File: config.mk
export PLATFORM = sky130hd
export DESIGN_NAME = mic_interrupt_ctrl
export DESIGN_NICKNAME = d
export VERILOG_FILES = /design/src/hdl/mic_pkg.sv /design/src/hdl/mic_interrupt_ctrl.sv
export VERILOG_INCLUDE_DIRS = /design/src /design/src/hdl
export SDC_FILE = /design/constraint.sdc
export NUM_CORES = 1
export LEC_CHECK = 0
export ABC_CLOCK_PERIOD_IN_PS = 3700
export BUFFER_PORTS_ARGS = -buffer_cell sky130_fd_sc_hd__buf_4
export CORE_AREA = 2 2 127 129
export CTS_CLUSTER_SIZE = 10
export DETAILED_ROUTE_END_ITERATION = 10
export DIE_AREA = 0 0 129 131
export PLACE_DENSITY_LB_ADDON = 0.15
export SLEW_MARGIN = 20
export SYNTH_ARGS = -nofsm -noshare
export SYNTH_HDL_FRONTEND = slang
export SYNTH_SLANG_ARGS = --single-unit
File: constraint.sdc
create_clock -name clk -period 3.7 [get_ports clk]
set_input_delay 0.555 -clock clk [delete_from_list [all_inputs] [get_ports clk]]
set_output_delay 0.555 -clock clk [all_outputs]
set_load 0.02 [all_outputs]
File: src/hdl/mic_defines.svh
// constants of the interrupt controller: register map, field positions, reset values
// assumes inclusion by mic_pkg, the controller module and its bench
//
// Operation
// fifteen sources: six pin edges, eight peripheral events, one software break
// maskable source fires only when request=1, enable=1 and mask flag=0
// software writes set and clear every enable bit
// software may clear a request bit; writing one never sets it
// software break is never blocked; mask flag blocks all other sources
// simultaneous requests are taken one at a time, highest priority first
// on acceptance program counter then status word are pushed automatically
// on acceptance mask flag is set and accepted request bit cleared
// after stacking, vector entry of accepted source is loaded into program counter
// changing an edge polarity may itself set that source's request bit
// software disables, changes polarity, clears request, then re-enables
// four pin polarities from edge register; two counter pins from timer mode register
// each pin source requests on its selected rising or falling edge
// reset acts as highest priority non-maskable source with its own vector
// stacked status word carries break flag 1 when break caused the interrupt
// a set request bit stays set until acceptance or software clear
`ifndef MIC_DEFINES_SVH
`define MIC_DEFINES_SVH

`define MIC_AW            8
`define MIC_OFS_REQ       8'h00
`define MIC_OFS_CLR       8'h04
`define MIC_OFS_EN        8'h08
`define MIC_OFS_EDGE      8'h0C
`define MIC_OFS_TMODE     8'h10
`define MIC_OFS_STAT      8'h14

`define MIC_RESP_OKAY     2'h0
`define MIC_RESP_SLVERR   2'h2

`define MIC_NREQ          14
`define MIC_NPIN          6
`define MIC_NEDGE         4
`define MIC_NCNTR         2
`define MIC_NPERIPH       8

`define MIC_REQ_RST       14'h0000
`define MIC_EN_RST        14'h0000
`define MIC_EDGE_RST      4'h0
`define MIC_TMODE_RST     2'h0

`define MIC_VEC_RESET_LO  16'hFFFC
`define MIC_SLOT_RESET    5'h00
`define MIC_SLOT_BRK      5'h10
`define MIC_PSW_BRK_BIT   4

`endif

File: src/hdl/mic_pkg.sv
// types and the source-to-vector table of the interrupt controller
// assumes mic_defines.svh is on the include path
`include "mic_defines.svh"

package mic_pkg;

  typedef enum logic [2:0] {ST_RSTVEC, ST_IDLE, ST_PUSH_PCH, ST_PUSH_PCL, ST_PUSH_PSW, ST_VECTOR} mic_state_type;

  // request bit index to vector slot; slots 2 and 6 are unused, 5 is shared by pin 3 and serial 2
  localparam logic [4:0] MIC_SLOT_TABLE [`MIC_NREQ] = '{5'h01, 5'h03, 5'h04, 5'h05, 5'h05, 5'h07, 5'h08,
                                                      5'h09, 5'h0A, 5'h0B, 5'h0C, 5'h0D, 5'h0E, 5'h0F};

  function automatic logic [15:0] mic_vector_type_addr(input logic [4:0] slot);
    mic_vector_type_addr = 16'(`MIC_VEC_RESET_LO - {10'h000, slot, 1'b0});
  endfunction

endpackage

File: src/hdl/mic_interrupt_ctrl.sv
// interrupt controller: request/enable bits, edge detectors, priority pick, core stacking sequence
// assumes AXI4-Lite master on the register side and a core that pushes/loads on the strobes given
`timescale 1ns/100ps
`include "mic_defines.svh"

module mic_interrupt_ctrl
  import mic_pkg::*;
#(
  parameter int NREQ = `MIC_NREQ
)(
  // clock and reset
  input  wire logic                     clk,
  input  wire logic                     nrst,
  // AXI4-Lite slave
  input  wire logic [`MIC_AW-1:0]       s_axi_awaddr,
  input  wire logic                     s_axi_awvalid,
  output logic                          s_axi_awready,
  input  wire logic [31:0]              s_axi_wdata,
  input  wire logic [3:0]               s_axi_wstrb,
  input  wire logic                     s_axi_wvalid,
  output logic                          s_axi_wready,
  output logic [1:0]                    s_axi_bresp,
  output logic                          s_axi_bvalid,
  input  wire logic                     s_axi_bready,
  input  wire logic [`MIC_AW-1:0]       s_axi_araddr,
  input  wire logic                     s_axi_arvalid,
  output logic                          s_axi_arready,
  output logic [31:0]                   s_axi_rdata,
  output logic [1:0]                    s_axi_rresp,
  output logic                          s_axi_rvalid,
  input  wire logic                     s_axi_rready,
  // event sources
  input  wire logic [`MIC_NPIN-1:0]     extPin,
  input  wire logic [`MIC_NPERIPH-1:0]  periphEvt,
  input  wire logic                     softwareBreakInstruction,
  // processor core
  input  wire logic                     instrDone,
  input  wire logic                     maskFlag,
  input  wire logic [15:0]              pcIn,
  input  wire logic [7:0]               pswIn,
  output logic                          pushValid,
  output logic [7:0]                    pushData,
  output logic                          setMask,
  output logic                          vecLoad,
  output logic [15:0]                   vecAddr,
  // interrupt to system
  output logic                          irq
);

  logic                    rstMeta_r;
  logic                    rstN;
  mic_state_type           state_r;
  mic_state_type           state_nxt;
  logic [NREQ-1:0]         req_r;
  logic [NREQ-1:0]         en_r;
  logic [`MIC_NEDGE-1:0]   edgePolaritySelectReg_r;
  logic [`MIC_NCNTR-1:0]   timerPairModeReg_r;
  logic [`MIC_NPIN-1:0]    effPrev_r;
  logic                    edgeArmed_r;
  logic                    brkPend_r;
  logic                    brkCur_r;
  logic [4:0]              slot_r;
  logic [15:0]             pcHold_r;
  logic                    awready_r;
  logic                    arready_r;

  // reset release through two flops
  always_ff @(posedge clk or negedge nrst)
  begin
    if (!nrst)
    begin
      rstMeta_r <= 1'b0;
      rstN      <= 1'b0;
    end
    else
    begin
      rstMeta_r <= 1'b1;
      rstN      <= rstMeta_r;
    end
  end

  // pin edge detection; polarity 1 selects the falling edge
  wire [`MIC_NPIN-1:0] pinPol = {timerPairModeReg_r, edgePolaritySelectReg_r};
  wire [`MIC_NPIN-1:0] effLvl = extPin ^ pinPol;
  // a polarity flip inverts effLvl and can look like an edge, as intended
  // first sample after reset only primes the detector, so a pin resting at its active level is no edge
  wire [`MIC_NPIN-1:0] extHit = effLvl & ~effPrev_r & {`MIC_NPIN{edgeArmed_r}};

  wire [NREQ-1:0] evtAll = {periphEvt[7], extHit[5:4], periphEvt[6:1], periphEvt[0], extHit[3:0]};

  // register bus decode
  wire wrFire = s_axi_awvalid & s_axi_wvalid & awready_r;
  wire rdFire = s_axi_arvalid & arready_r;
  wire [15:0] wrData = {s_axi_wstrb[1] ? s_axi_wdata[15:8] : 8'h00, s_axi_wstrb[0] ? s_axi_wdata[7:0] : 8'h00};
  wire [15:0] wrMask = {{8{s_axi_wstrb[1]}}, {8{s_axi_wstrb[0]}}};
  wire wrClr   = wrFire & (s_axi_awaddr == `MIC_OFS_CLR);
  wire wrEn    = wrFire & (s_axi_awaddr == `MIC_OFS_EN);
  wire wrEdge  = wrFire & (s_axi_awaddr == `MIC_OFS_EDGE);
  wire wrTmode = wrFire & (s_axi_awaddr == `MIC_OFS_TMODE);
  wire wrHit   = wrClr | wrEn | wrEdge | wrTmode;
  wire rdHit   = (s_axi_araddr == `MIC_OFS_REQ) | (s_axi_araddr == `MIC_OFS_EN) | (s_axi_araddr == `MIC_OFS_EDGE)
               | (s_axi_araddr == `MIC_OFS_TMODE) | (s_axi_araddr == `MIC_OFS_STAT);
  wire [31:0] rdMux =
    (s_axi_araddr == `MIC_OFS_REQ)   ? {18'h00000, req_r} :
    (s_axi_araddr == `MIC_OFS_EN)    ? {18'h00000, en_r} :
    (s_axi_araddr == `MIC_OFS_EDGE)  ? {28'h0000000, edgePolaritySelectReg_r} :
    (s_axi_araddr == `MIC_OFS_TMODE) ? {30'h00000000, timerPairModeReg_r} :
    (s_axi_araddr == `MIC_OFS_STAT)  ? {24'h000000, brkPend_r, slot_r, state_r != ST_IDLE, 1'b0} : 32'h00000000;

  // priority pick: lowest index is highest priority
  wire [NREQ-1:0] pendMask = req_r & en_r;
  logic [3:0]      selIdx;
  logic [NREQ-1:0] selOneHot;
  always_comb
  begin
    selIdx    = 4'h0;
    selOneHot = '0;
    for (int i = NREQ - 1; i >= 0; i--)
    begin
      if (pendMask[i])
      begin
        selIdx    = 4'(i);
        selOneHot = NREQ'(1) << i;
      end
    end
  end
  // break ignores the mask flag and enables; maskable sources win on priority
  wire maskOk  = (|pendMask) & ~maskFlag;
  wire accept  = (state_r == ST_IDLE) & instrDone & (maskOk | brkPend_r);
  wire selBrk  = ~maskOk;
  wire [NREQ-1:0] accClr = (accept & ~selBrk) ? selOneHot : '0;
  wire [NREQ-1:0] swClr  = wrClr ? wrData[NREQ-1:0] & wrMask[NREQ-1:0] : '0;
  wire [NREQ-1:0] clrAll = swClr | accClr;
  // a hardware event in the clearing cycle wins
  wire [NREQ-1:0] req_nxt = (req_r & ~clrAll) | evtAll;

  always_comb
  begin
    state_nxt = state_r;
    unique case (state_r)
      ST_RSTVEC:   state_nxt = ST_IDLE;
      ST_IDLE:     state_nxt = accept ? ST_PUSH_PCH : ST_IDLE;
      ST_PUSH_PCH: state_nxt = ST_PUSH_PCL;
      ST_PUSH_PCL: state_nxt = ST_PUSH_PSW;
      ST_PUSH_PSW: state_nxt = ST_VECTOR;
      ST_VECTOR:   state_nxt = ST_IDLE;
    endcase
  end

  always_ff @(posedge clk or negedge rstN)
  begin
    if (!rstN)
    begin
      state_r   <= ST_RSTVEC;
      req_r     <= `MIC_REQ_RST;
      effPrev_r <= '0;
      edgeArmed_r <= 1'b0;
      brkPend_r <= 1'b0;
      brkCur_r  <= 1'b0;
      slot_r    <= `MIC_SLOT_RESET;
      pcHold_r  <= 16'h0000;
    end
    else
    begin
      state_r   <= state_nxt;
      req_r     <= req_nxt;
      effPrev_r <= effLvl;
      edgeArmed_r <= 1'b1;
      brkPend_r <= softwareBreakInstruction | (brkPend_r & ~(accept & selBrk));
      if (accept)
      begin
        brkCur_r <= selBrk;
        slot_r   <= selBrk ? `MIC_SLOT_BRK : MIC_SLOT_TABLE[selIdx];
        pcHold_r <= pcIn;
      end
    end
  end

  // software-visible control
  always_ff @(posedge clk or negedge rstN)
  begin
    if (!rstN)
    begin
      en_r                    <= `MIC_EN_RST;
      edgePolaritySelectReg_r <= `MIC_EDGE_RST;
      timerPairModeReg_r      <= `MIC_TMODE_RST;
    end
    else
    begin
      if (wrEn)
        en_r <= (en_r & ~wrMask[NREQ-1:0]) | wrData[NREQ-1:0];
      if (wrEdge & s_axi_wstrb[0])
        edgePolaritySelectReg_r <= s_axi_wdata[`MIC_NEDGE-1:0];
      if (wrTmode & s_axi_wstrb[0])
        timerPairModeReg_r <= s_axi_wdata[`MIC_NCNTR-1:0];
    end
  end

  // core strobes: high byte, low byte, then status word, then vector
  always_ff @(posedge clk or negedge rstN)
  begin
    if (!rstN)
    begin
      pushValid <= 1'b0;
      pushData  <= 8'h00;
      setMask   <= 1'b0;
      vecLoad   <= 1'b0;
      vecAddr   <= 16'h0000;
      irq       <= 1'b0;
    end
    else
    begin
      pushValid <= (state_r == ST_PUSH_PCH) | (state_r == ST_PUSH_PCL) | (state_r == ST_PUSH_PSW);
      unique case (state_r)
        ST_PUSH_PCH: pushData <= pcHold_r[15:8];
        ST_PUSH_PCL: pushData <= pcHold_r[7:0];
        ST_PUSH_PSW: pushData <= brkCur_r ? (pswIn | 8'(1 << `MIC_PSW_BRK_BIT)) : pswIn;
        default:     pushData <= pushData;
      endcase
      setMask <= (state_r == ST_VECTOR) | (state_r == ST_RSTVEC);
      vecLoad <= (state_r == ST_VECTOR) | (state_r == ST_RSTVEC);
      if (state_r == ST_VECTOR)
        vecAddr <= mic_vector_type_addr(slot_r);
      else if (state_r == ST_RSTVEC)
        vecAddr <= `MIC_VEC_RESET_LO;
      irq <= |pendMask;
    end
  end

  // AXI4-Lite: one write and one read at a time, ready raised one cycle after valid
  always_ff @(posedge clk or negedge rstN)
  begin
    if (!rstN)
    begin
      awready_r     <= 1'b0;
      arready_r     <= 1'b0;
      s_axi_bvalid  <= 1'b0;
      s_axi_bresp   <= `MIC_RESP_OKAY;
      s_axi_rvalid  <= 1'b0;
      s_axi_rresp   <= `MIC_RESP_OKAY;
      s_axi_rdata   <= 32'h00000000;
    end
    else
    begin
      awready_r <= s_axi_awvalid & s_axi_wvalid & ~awready_r & ~s_axi_bvalid;
      arready_r <= s_axi_arvalid & ~arready_r & ~s_axi_rvalid;
      if (wrFire)
      begin
        s_axi_bvalid <= 1'b1;
        s_axi_bresp  <= wrHit ? `MIC_RESP_OKAY : `MIC_RESP_SLVERR;
      end
      else if (s_axi_bready)
        s_axi_bvalid <= 1'b0;
      if (rdFire)
      begin
        s_axi_rvalid <= 1'b1;
        s_axi_rdata  <= rdMux;
        s_axi_rresp  <= rdHit ? `MIC_RESP_OKAY : `MIC_RESP_SLVERR;
      end
      else if (s_axi_rready)
        s_axi_rvalid <= 1'b0;
    end
  end

  assign s_axi_awready = awready_r;
  assign s_axi_wready  = awready_r;
  assign s_axi_arready = arready_r;

  // checks
  a_mask_gate: assert property (@(posedge clk) disable iff (!rstN)
    (state_r == ST_IDLE) && instrDone && maskFlag && !brkPend_r |=> state_r == ST_IDLE)
    else $error("mask flag did not block a maskable request");

  a_brk_unmaskable: assert property (@(posedge clk) disable iff (!rstN)
    (state_r == ST_IDLE) && instrDone && brkPend_r |=> state_r == ST_PUSH_PCH)
    else $error("break request was not accepted");

  a_push_sequence: assert property (@(posedge clk) disable iff (!rstN)
    accept |=> ##1 pushValid[*3] ##1 (vecLoad && setMask && !pushValid))
    else $error("stacking sequence out of order");

  a_accept_clears: assert property (@(posedge clk) disable iff (!rstN)
    accept && !selBrk && !(|(selOneHot & evtAll)) |=> !(|(req_r & $past(selOneHot))))
    else $error("accepted request bit not cleared");

  a_req_sticky: assert property (@(posedge clk) disable iff (!rstN)
    ##1 ($past(req_r) & ~$past(clrAll) & ~req_r) == '0)
    else $error("request bit dropped without clear");

  a_only_hw_sets: assert property (@(posedge clk) disable iff (!rstN)
    ##1 (req_r & ~$past(req_r) & ~$past(evtAll)) == '0)
    else $error("request bit set without hardware event");

  a_edge_sets: assert property (@(posedge clk) disable iff (!rstN)
    |extHit |=> (req_r[3:0] & $past(extHit[3:0])) == $past(extHit[3:0]))
    else $error("pin edge did not set request");

  a_priority_pick: assert property (@(posedge clk) disable iff (!rstN)
    accept && !selBrk |-> selOneHot == (pendMask & (~pendMask + NREQ'(1))))
    else $error("lower priority source accepted first");

  a_vector_addr: assert property (@(posedge clk) disable iff (!rstN)
    accept && !selBrk |-> ##5 vecAddr == mic_vector_type_addr(MIC_SLOT_TABLE[$past(selIdx, 5)]))
    else $error("wrong vector entry loaded");

  a_brk_flag: assert property (@(posedge clk) disable iff (!rstN)
    accept |-> ##4 (pushData[`MIC_PSW_BRK_BIT] == ($past(selBrk, 4) | $past(pswIn[`MIC_PSW_BRK_BIT], 1))))
    else $error("stacked break flag wrong");

  a_reset_vector: assert property (@(posedge clk) disable iff (!rstN)
    state_r == ST_RSTVEC |=> vecLoad && vecAddr == `MIC_VEC_RESET_LO)
    else $error("reset vector not loaded");

  c_brk_taken:    cover property (@(posedge clk) disable iff (!rstN) accept && selBrk);
  c_mask_taken:   cover property (@(posedge clk) disable iff (!rstN) accept && !selBrk && maskFlag == 1'b0);
  c_polarity_hit: cover property (@(posedge clk) disable iff (!rstN) wrEdge ##1 (|extHit));
  c_two_pending:  cover property (@(posedge clk) disable iff (!rstN) accept && $countones(pendMask) > 1);

endmodule // mic_interrupt_ctrl

After elaboration in Yosys (flattened, before gate mapping):

Memory sizes are Yosys's and may differ from the RTL's.
Index checks and enable logic that the tools add are counted.

* add/subtract/negate cells: 1
* magnitude comparators: 1
* equal/unequal tests: 14
* mux-type cells: 52
* bitwise logic cells: 52
* reductions and logical operators: 8

Operators by type and width (number)
* two-way mux 14 bit: 18
* AND 14 bit: 4
* two-way mux 4 bit: 14
* OR 14 bit: 3
* equality test 8 x 4 -> 1 bit (second input constant): 4
* two-way mux 16 bit: 2
* two-way mux 8 bit: 4
* inverter 14 bit: 2
* equality test 8 x 5 -> 1 bit (second input constant): 3
* one-hot mux 8 bit (3 select lines): 1
* two-way mux 5 bit: 4
* AND 1 bit: 19
* one-hot mux 3 bit (5 select lines): 1
* OR reduction 14 bit: 1
* AND 6 bit: 2
* OR 1 bit: 12
* equality test 8 x 3 -> 1 bit (second input constant): 1
* zero test 8 bit: 1
* subtractor 3 x 7 -> 8 bit (first input constant): 1
* inverter 1 bit: 7
* equality test 3 x 2 -> 1 bit (second input constant): 2
* equality test 3 bit (second input constant): 2
* two-way mux 2 bit: 3
* two-way mux 6 bit: 1
* other kinds (11): 16

* register bits: 136
* ROM bits: 80
* input port bits: 100
* output and inout bits: 69
* logic and storage cells: 154
* memories: 1

Memories
* (no name shown): depth 16, bits a word 5, rd ports 1, clocked after Yosys merged registers in 0, wr ports 0, line mic_interrupt_ctrl.sv:173 `` slot_r <= selBrk ? `MIC_SLOT_BRK : MIC_SLOT_TABLE[selIdx]; ``

Longest topological paths before layout:

Gate-level depths: netlist (run 1).

* depth after elaboration: 20
* gate-level depth with buffers: 8

Worst setup path after synthesis (run 1):

OpenSTA, ideal clock, no wires.

* path kind: input -> register
* from: input s_axi_awaddr[0]
* to: register with a tool-made name
* setup time: 0.125 ns
* arrival: 2.175 ns
* setup slack: 1.400 ns
* stages on the path: 5
* buffers on the path: 0
* path through: or4_4 -> nor3_1 -> nand2_1 -> nor4b_4 -> mux2_2

RTL lines
* start: declaration: line mic_interrupt_ctrl.sv:15 `` input wire logic [`MIC_AW-1:0] s_axi_awaddr, ``

Final worst setup path (run 1):

* from: register state_r[2]
* to: register req_r[11]

* longest elaborated chain between the ends: 9

Ends and longest elaborated chain
* start: declaration: line mic_interrupt_ctrl.sv:52 `mic_state_type state_r;`
* start signal: assignment: line mic_interrupt_ctrl.sv:165 `state_r <= state_nxt;`
* equality test 3 x 1 -> 1 bit: line mic_interrupt_ctrl.sv:129 `wire accept = (state_r == ST_IDLE) & instrDone & (maskOk | brkPend_r);`
* AND 1 bit (2 in series): line mic_interrupt_ctrl.sv:129
* AND 1 bit: line mic_interrupt_ctrl.sv:131 `wire [NREQ-1:0] accClr = (accept & ~selBrk) ? selOneHot : '0;`
* two-way mux 14 bit: line mic_interrupt_ctrl.sv:131
* OR 14 bit: line mic_interrupt_ctrl.sv:133 `wire [NREQ-1:0] clrAll = swClr | accClr;`
* inverter 14 bit: line mic_interrupt_ctrl.sv:135 `wire [NREQ-1:0] req_nxt = (req_r & ~clrAll) | evtAll;`
* AND 14 bit: line mic_interrupt_ctrl.sv:135
* OR 14 bit: line mic_interrupt_ctrl.sv:135
* net req_nxt[11]: line mic_interrupt_ctrl.sv:135
* end signal: assignment: line mic_interrupt_ctrl.sv:155 `` req_r <= `MIC_REQ_RST; ``
* end signal: assignment: line mic_interrupt_ctrl.sv:166 `req_r <= req_nxt;`
* end: declaration: line mic_interrupt_ctrl.sv:54 `logic [NREQ-1:0] req_r;`

The timed path passes the listed nets, and every way through them passes these cells.
A chain may end at the register's enable or synchronous reset.

==> results.cfg, run 1 <==
[worst_setup_path]
timing.critical_path.to_type = flip-flop
critical_path.reg2reg.endpoint = req_r[11]
required_ns = 3.94
cp_max_fo = 17
r2r-start = state_r[2]
crit_type = reg -> reg
timing.critical_path.from = state_r[2]
rrSetupSlack_ns = 1.09
cp_arrival_ns = 2.85
cp-start-kind = flip-flop
reg2regPathDepth = 5
crit_path_end = req_r[11]

[logic_synthesis]
synth_compound_area_share_pct = 15.5
yosys-top-cells-count = sky130_fd_sc_hd__dfrtp_1, sky130_fd_sc_hd__nand2_1, sky130_fd_sc_hd__buf_4
top_area_cells_in_the_synthesized_netlist = sky130_fd_sc_hd__dfrtp_1, sky130_fd_sc_hd__mux2_2, sky130_fd_sc_hd__buf_4
yosys-mux-area-fraction_pct = 11.9
adder_and_majority_gate_portion_of_the_synthesized_area_pct = 0.933
post_synth_num_cell_types = 57
synth_flop_cell = sky130_fd_sc_hd__dfrtp_1
synth-edff-count = 0
yosys_warnings = 0
synth-seq-cells = 106
synth_area_leader_cell = sky130_fd_sc_hd__dfrtp_1
area_fraction_in_and_or_nand_and_nor_cells_after_synthesis_pct = 13.0
synthArstFlopShare_pct = 100
combinational_family_with_the_most_area_after_synthesis = compound AO/OA/AOI/OAI gates
yosys.area.top_type_share_pct = 49.4
syn_inst = 497
syn-mean-instance-area_um2 = 10.8
synthMostInstantiatedCell = sky130_fd_sc_hd__dfrtp_1
portion_of_the_post_synthesis_area_used_by_sequential_elements_pct = 49.4
synthesized_area_um2 = 5370
post_synth_xor_area_fraction_pct = 1.63

[floorplan]
die_span_x_um = 129
design.die.area_um2 = 16900
floorplan.rows = 46
fp.coreArea_um2 = 15600
start_util_pct = 34.4
die_height_um = 131
design.portCount = 169

[global_route]
first_global_vias = 4056
grt_overflow_total = 0
grt.total_usage_pct = 16.3
antenna_found_initial = 0
pin_count_of_the_biggest_net_entering_global_routing = 66
wire_length_of_the_first_global_routing_pass_mm = 21.2

[power_and_ir_drop]
design_power_total_mw = 3.56
power_per_cell_area_nw_per_um2 = 531
ir_worst_vdd_uv = 252
p_leak_nw = 2.99

[timing]
worst_tran_pin_value_ns = 0.870
post_route_setup_tns_ns = 0
max_slew_margin_pct = 41.9
finalHoldViolCount = 0
setup_repair_after_global_routing_missed_its_margin = no
fin_worst_skew_ns = 0.00795
final.period_utilization_pct = 70.5
final-max-slew-violation-count = 0
timing.fmax_mhz = 384
clock_period_minus_final_worst_setup_slack_ns = 2.61
finalSetupViolations = 0

[routing]
drt-total-wl_mm = 13.3
drt.antenna.violating_nets = 0
drt-wirelength-per-cell_um = 15.9
first_pass_iters = 4
drt_iter0_markers = 193
post_drt_via_cell_ratio = 4.87
via_count = 4058
drc = 0

[final_layout]
layout.cell_area.non_filler_um2 = 6700
final_cell_count_no_fill = 833
diodes = 0
synthToLayoutAreaGrowth_pct = 24.8
nNetsFinal = 716
final_core_utilization_pct = 42.9
fraction_of_layout_cells_with_a_size_suffix_above_1_pct = 33.7

[placed_design]
placement.cell_area_um2 = 6370
place_hpwl_mm = 10.0
post-place-cells = 816
io_buffer_count = 127
gp_congestion = 0.798

[clocking]
worst_skew_pair.late_latency_ns = 0.36
clkSlewWorstSetupHoldPaths_ns = 0.07
h-tree-depth = 3
cts_inserted_buffers = 9
cts.path.max_buffers = 2
cts.sink_count = 106
tritoncts = done
cts_root_buffer = sky130_fd_sc_hd__clkbuf_16

[status]
outcome = complete, no violations

[worst_hold_path]
min_delay_path_depth = 0
type_of_the_tightest_min_delay_check = reg -> reg

[flow_run]
max-cap-violations = 0
## where the power goes
part	switching (mW)	internal, mW	leakage [nW]	total (mW)
clock network	0.446	0.565	0.150	1.01
logic	0.541	0.509	1.56	1.05
registers	0.147	1.35	1.29	1.50
total	1.13	2.42	2.99	3.56
## what timing repair did
item | CTS | global route
resized for setup | 0 | 0
buffers inserted | 0 | 0
hold buffers | 1 | 0
endpoints found under the setup margin | 0 | 0
hold endpoints to repair | 2 | 0
## layout make-up
class | count | area [um^2]
clock buffer | 11 | 253
clock inverter | 5 | 61.3
fill | 1549 | 8900
inverter | 12 | 45.0
multi-input combinational | 348 | 2390
sequential | 106 | 2660
tap | 216 | 270
timing repair buffer | 135 | 1020
## critical path, stage by stage (launching register included)
cell	delay, ns
sky130_fd_sc_hd__dfrtp_1	0.59
sky130_fd_sc_hd__or3b_4	0.48
sky130_fd_sc_hd__or2_4	0.27
sky130_fd_sc_hd__nor4_1	0.69
sky130_fd_sc_hd__nand4_1	0.18
sky130_fd_sc_hd__a32o_1	0.28
## routing by layer
metal  wire length [um]  up-vias  part of all wire, %  track usage (%)
li1                   -     1969                    -                -
met1               6040     1958                   46             22.4
met2               6200      117                   47             25.2
met3                793       14                  6.0             3.99
met4                216        0                  1.6             5.50
met5                  0        -                    0                0
## placed cells by master, fill, tap and decap left out, drive strengths merged, types with 10 or more instances in the layout
cell and count:
buf 134, dfrtp 106, nand2 59, mux2 37, o21ai 32, conb 23, mux2i 19, nor2 17
nand3 16, a21oi 15, o22ai 15, inv 13, clkbuf 11, a22oi 10
## cell families after synthesis
kind of cell,count (synthesis)
compound gates,120
xor+xnor,10
fa+ha+maj,4
buf+inv,64
flops,106
mux,56
other cells,2
simple gates,135
## how the worst min path moves through the flow
| stage | startpoint | end | slack [ns] |
|---|---|---|---|
| 2_1_floorplan | nrst | rstMeta_r | 0.26 |
| 3_3_place_gp | nrst | rstMeta_r | 0.34 |
| 3_5_place_dp | nrst | rstMeta_r | 0.34 |
| 4_1_cts | rstMeta_r | rstN | 0.36 |
| 5_1_grt | rstMeta_r | rstN | 0.36 |
| 6_report | rstMeta_r | rstN | 0.36 |
## stage by stage
step,setup slack (ns),hold slack [ns]
finish,1.09,0.356
global route,0.950,0.364
CTS,1.05,0.362
detailed placement,1.02,0.338
global placement,1.02,0.337
floorplan,0.529,0.259
No activity file was read; power rests on OpenSTA's default activity.
==> run 2, diff against run 1 <==
--- a/config.mk
+++ b/config.mk
@@ -6,7 +6,7 @@
 export SDC_FILE = /design/constraint.sdc
 export NUM_CORES = 1
 export LEC_CHECK = 0
-export ABC_CLOCK_PERIOD_IN_PS = 3700
+export ABC_CLOCK_PERIOD_IN_PS = 2200
 export BUFFER_PORTS_ARGS = -buffer_cell sky130_fd_sc_hd__buf_4
 export CORE_AREA = 2 2 127 129
 export CTS_CLUSTER_SIZE = 10
==> constraint.sdc (replaced) <==
create_clock -name clk -period 2.2 [get_ports clk]
set_input_delay 0.33 -clock clk [delete_from_list [all_inputs] [get_ports clk]]
set_output_delay 0.33 -clock clk [all_outputs]
set_load 0.02 [all_outputs]
==> run 2 against run 1 <==
Net effect:
- clock skew is essentially flat
- register-to-register slack lost 0.98 ns
- combinational power increased by 80%
- core utilization grew 1.9 points
- clock-buffer cell count is the same
- wire length rose by 2.0%
- highest routed layer unchanged
- fmax increased by 25%
==> results.cfg, run 2 (synthesis results as in run 1) <==
[clocking]
clkSlewWorstSetupHoldPaths_ns = 0.07
cts.sink_count = 106
post-cts-setup-buffer-count = 0
cts_root_buffer = sky130_fd_sc_hd__clkbuf_16
cts_inserted_buffers = 9
h-tree-depth = 3
tritoncts = done
worst_skew_pair.late_latency_ns = 0.35
cts.path.max_buffers = 2

[floorplan]
start_util_pct = 34.4
design.portCount = 169
floorplan.rows = 46
die_height_um = 131
design.die.area_um2 = 16900
die_span_x_um = 129
fp.coreArea_um2 = 15600

[worst_setup_path]
crit_path_cell_trace = or3b_4 -> or2_4 -> a211oi_4 -> a21o_1 -> buf_4 -> mux2_2
worst_path_dominant_cell_family = simple AND/OR/NAND/NOR gates
critical_path.reg2reg.endpoint = pcHold_r[0]
r2r-start = state_r[1]
cp_num_buf_inv = 1
cp_arrival_ns = 2.33
timing.critical_path.to_type = flip-flop
critical_path.slowest_cell = sky130_fd_sc_hd__or3b_4
crit_path_max_incr_delay_ns = 0.42
cp_max_fo = 6
crit_type = reg -> reg
reg2regPathDepth = 6
rrSetupSlack_ns = 0.11
required_ns = 2.44
cp-start-kind = flip-flop

[power_and_ir_drop]
power_per_cell_area_nw_per_um2 = 858
p_leak_nw = 3.16
ir_worst_vdd_uv = 433
design_power_total_mw = 6.00

[timing]
max_slew_margin_pct = 62.6
post_route_setup_tns_ns = 0
finalHoldViolCount = 0
clock_period_minus_final_worst_setup_slack_ns = 2.09
fin_worst_skew_ns = 0.00841
finalSetupViolations = 0
final-max-slew-violation-count = 0
post-route-worst-setup-slack_ns = 0.111
final.period_utilization_pct = 95.0
timing.fmax_mhz = 479
worst_tran_pin_value_ns = 0.561
setup_repair_after_global_routing_missed_its_margin = no

[global_route]
pin_count_of_the_biggest_net_entering_global_routing = 53
first_global_vias = 4288
grt_overflow_total = 0
antenna_found_initial = 0
wire_length_of_the_first_global_routing_pass_mm = 21.8
grt.total_usage_pct = 16.6

[final_layout]
area_of_the_multi_input_gates_um2 = 2420
register_area_um2 = 2660
layout.cells.most_common = sky130_fd_sc_hd__buf_4
fraction_of_layout_cells_with_a_size_suffix_above_1_pct = 37.6
final_core_utilization_pct = 44.8
final_cell_mix = sky130_fd_sc_hd__buf_4, sky130_fd_sc_hd__dfrtp_1, sky130_fd_sc_hd__nand2_1, sky130_fd_sc_hd__o21ai_0, sky130_fd_sc_hd__mux2_2
synthToLayoutAreaGrowth_pct = 30.4
fillCellCount = 1548
diodes = 0
layout.cell_area.non_filler_um2 = 6990
nNetsFinal = 751

[routing]
drt.antenna.violating_nets = 0
via_count = 4188
post_drt_via_cell_ratio = 4.82
drt-wirelength-per-cell_um = 15.6
drt_iter0_markers = 172
first_pass_iters = 4
drt-total-wl_mm = 13.5
drc = 0

[placed_design]
place_hpwl_mm = 10.4
placement.cell_area_um2 = 6670
gp_congestion = 0.832
worst_setup_slack_after_placement_ns = -0.100
io_buffer_count = 127

[worst_hold_path]
min_delay_path_depth = 2
startpoint_of_the_tightest_hold_check_path = s_axi_rready
hold-path-endpoint = s_axi_rvalid
type_of_the_tightest_min_delay_check = in -> reg

[status]
outcome = complete, no violations

[flow_run]
max-cap-violations = 0
run 2: what timing repair did:
action / CTS / global route
gates resized for setup: 1 / 4
endpoints found under the hold margin: 2 / 0
hold buffers: 1 / 0
setup endpoints to repair: 1 / 2
pin swaps: 0 / 1
run 2: through the flow:
stage,hold WS [ns],cells
global placement,0.114,851
finish,0.152,868
floorplan,0.0344,518
detailed placement,0.115,851
CTS,0.146,868
global route,0.144,868
run 2: area by class of cell:
class / count / share of cell area [%]
flip-flops and latches: 106 / 38.0
repair buffers: 170 / 18.6
inverters: 12 / 0.644
clock buffers: 11 / 3.33
clock inverters: 5 / 0.912
well taps: 216 / 3.86
multi-input cells: 348 / 34.6
run 2: how the worst max path moves through the flow:
stage | from | endpoint | slack (ns) | depth (start not counted)
6_report | state_r[1] | pcHold_r[0] | 0.11 | 6
5_1_grt | req_r[2] | req_r[11] | 0.02 | 7
4_1_cts | flip-flop | slot_r[2] | 0.07 | 7
3_5_place_dp | s_axi_awaddr[0] | req_r[11] | -0.10 | 6
3_3_place_gp | s_axi_awaddr[0] | req_r[12] | -0.09 | 6
2_1_floorplan | state_r[1] | pcHold_r[10] | 0.05 | 8
run 2: power by group:
part,switching [mW],internal (mW),leakage [nW]
Combinational,0.973,0.918,1.74
Sequential,0.199,2.27,1.29
Clock,0.749,0.892,0.134
run 2: layer usage:
| metal | share of wire [%] | wire (um) | GRT usage (%) |
|---|---|---|---|
| met3 | 4.3 | 580 | 2.65 |
| met1 | 47 | 6380 | 22.7 |
| met4 | 1.7 | 227 | 5.63 |
| met5 | 0 | 0 | 0 |
| met2 | 47 | 6330 | 26.9 |
run 2: worst register-to-register path, delay by kind of cell, from the launching register on:
kind,cells,cell delay [ns]
and+or+nand+nor,2,0.69
muxes,1,0.35
DFF,1,0.38
AOI/OAI and AO/OA,2,0.37
buffers and inverters,1,0.20
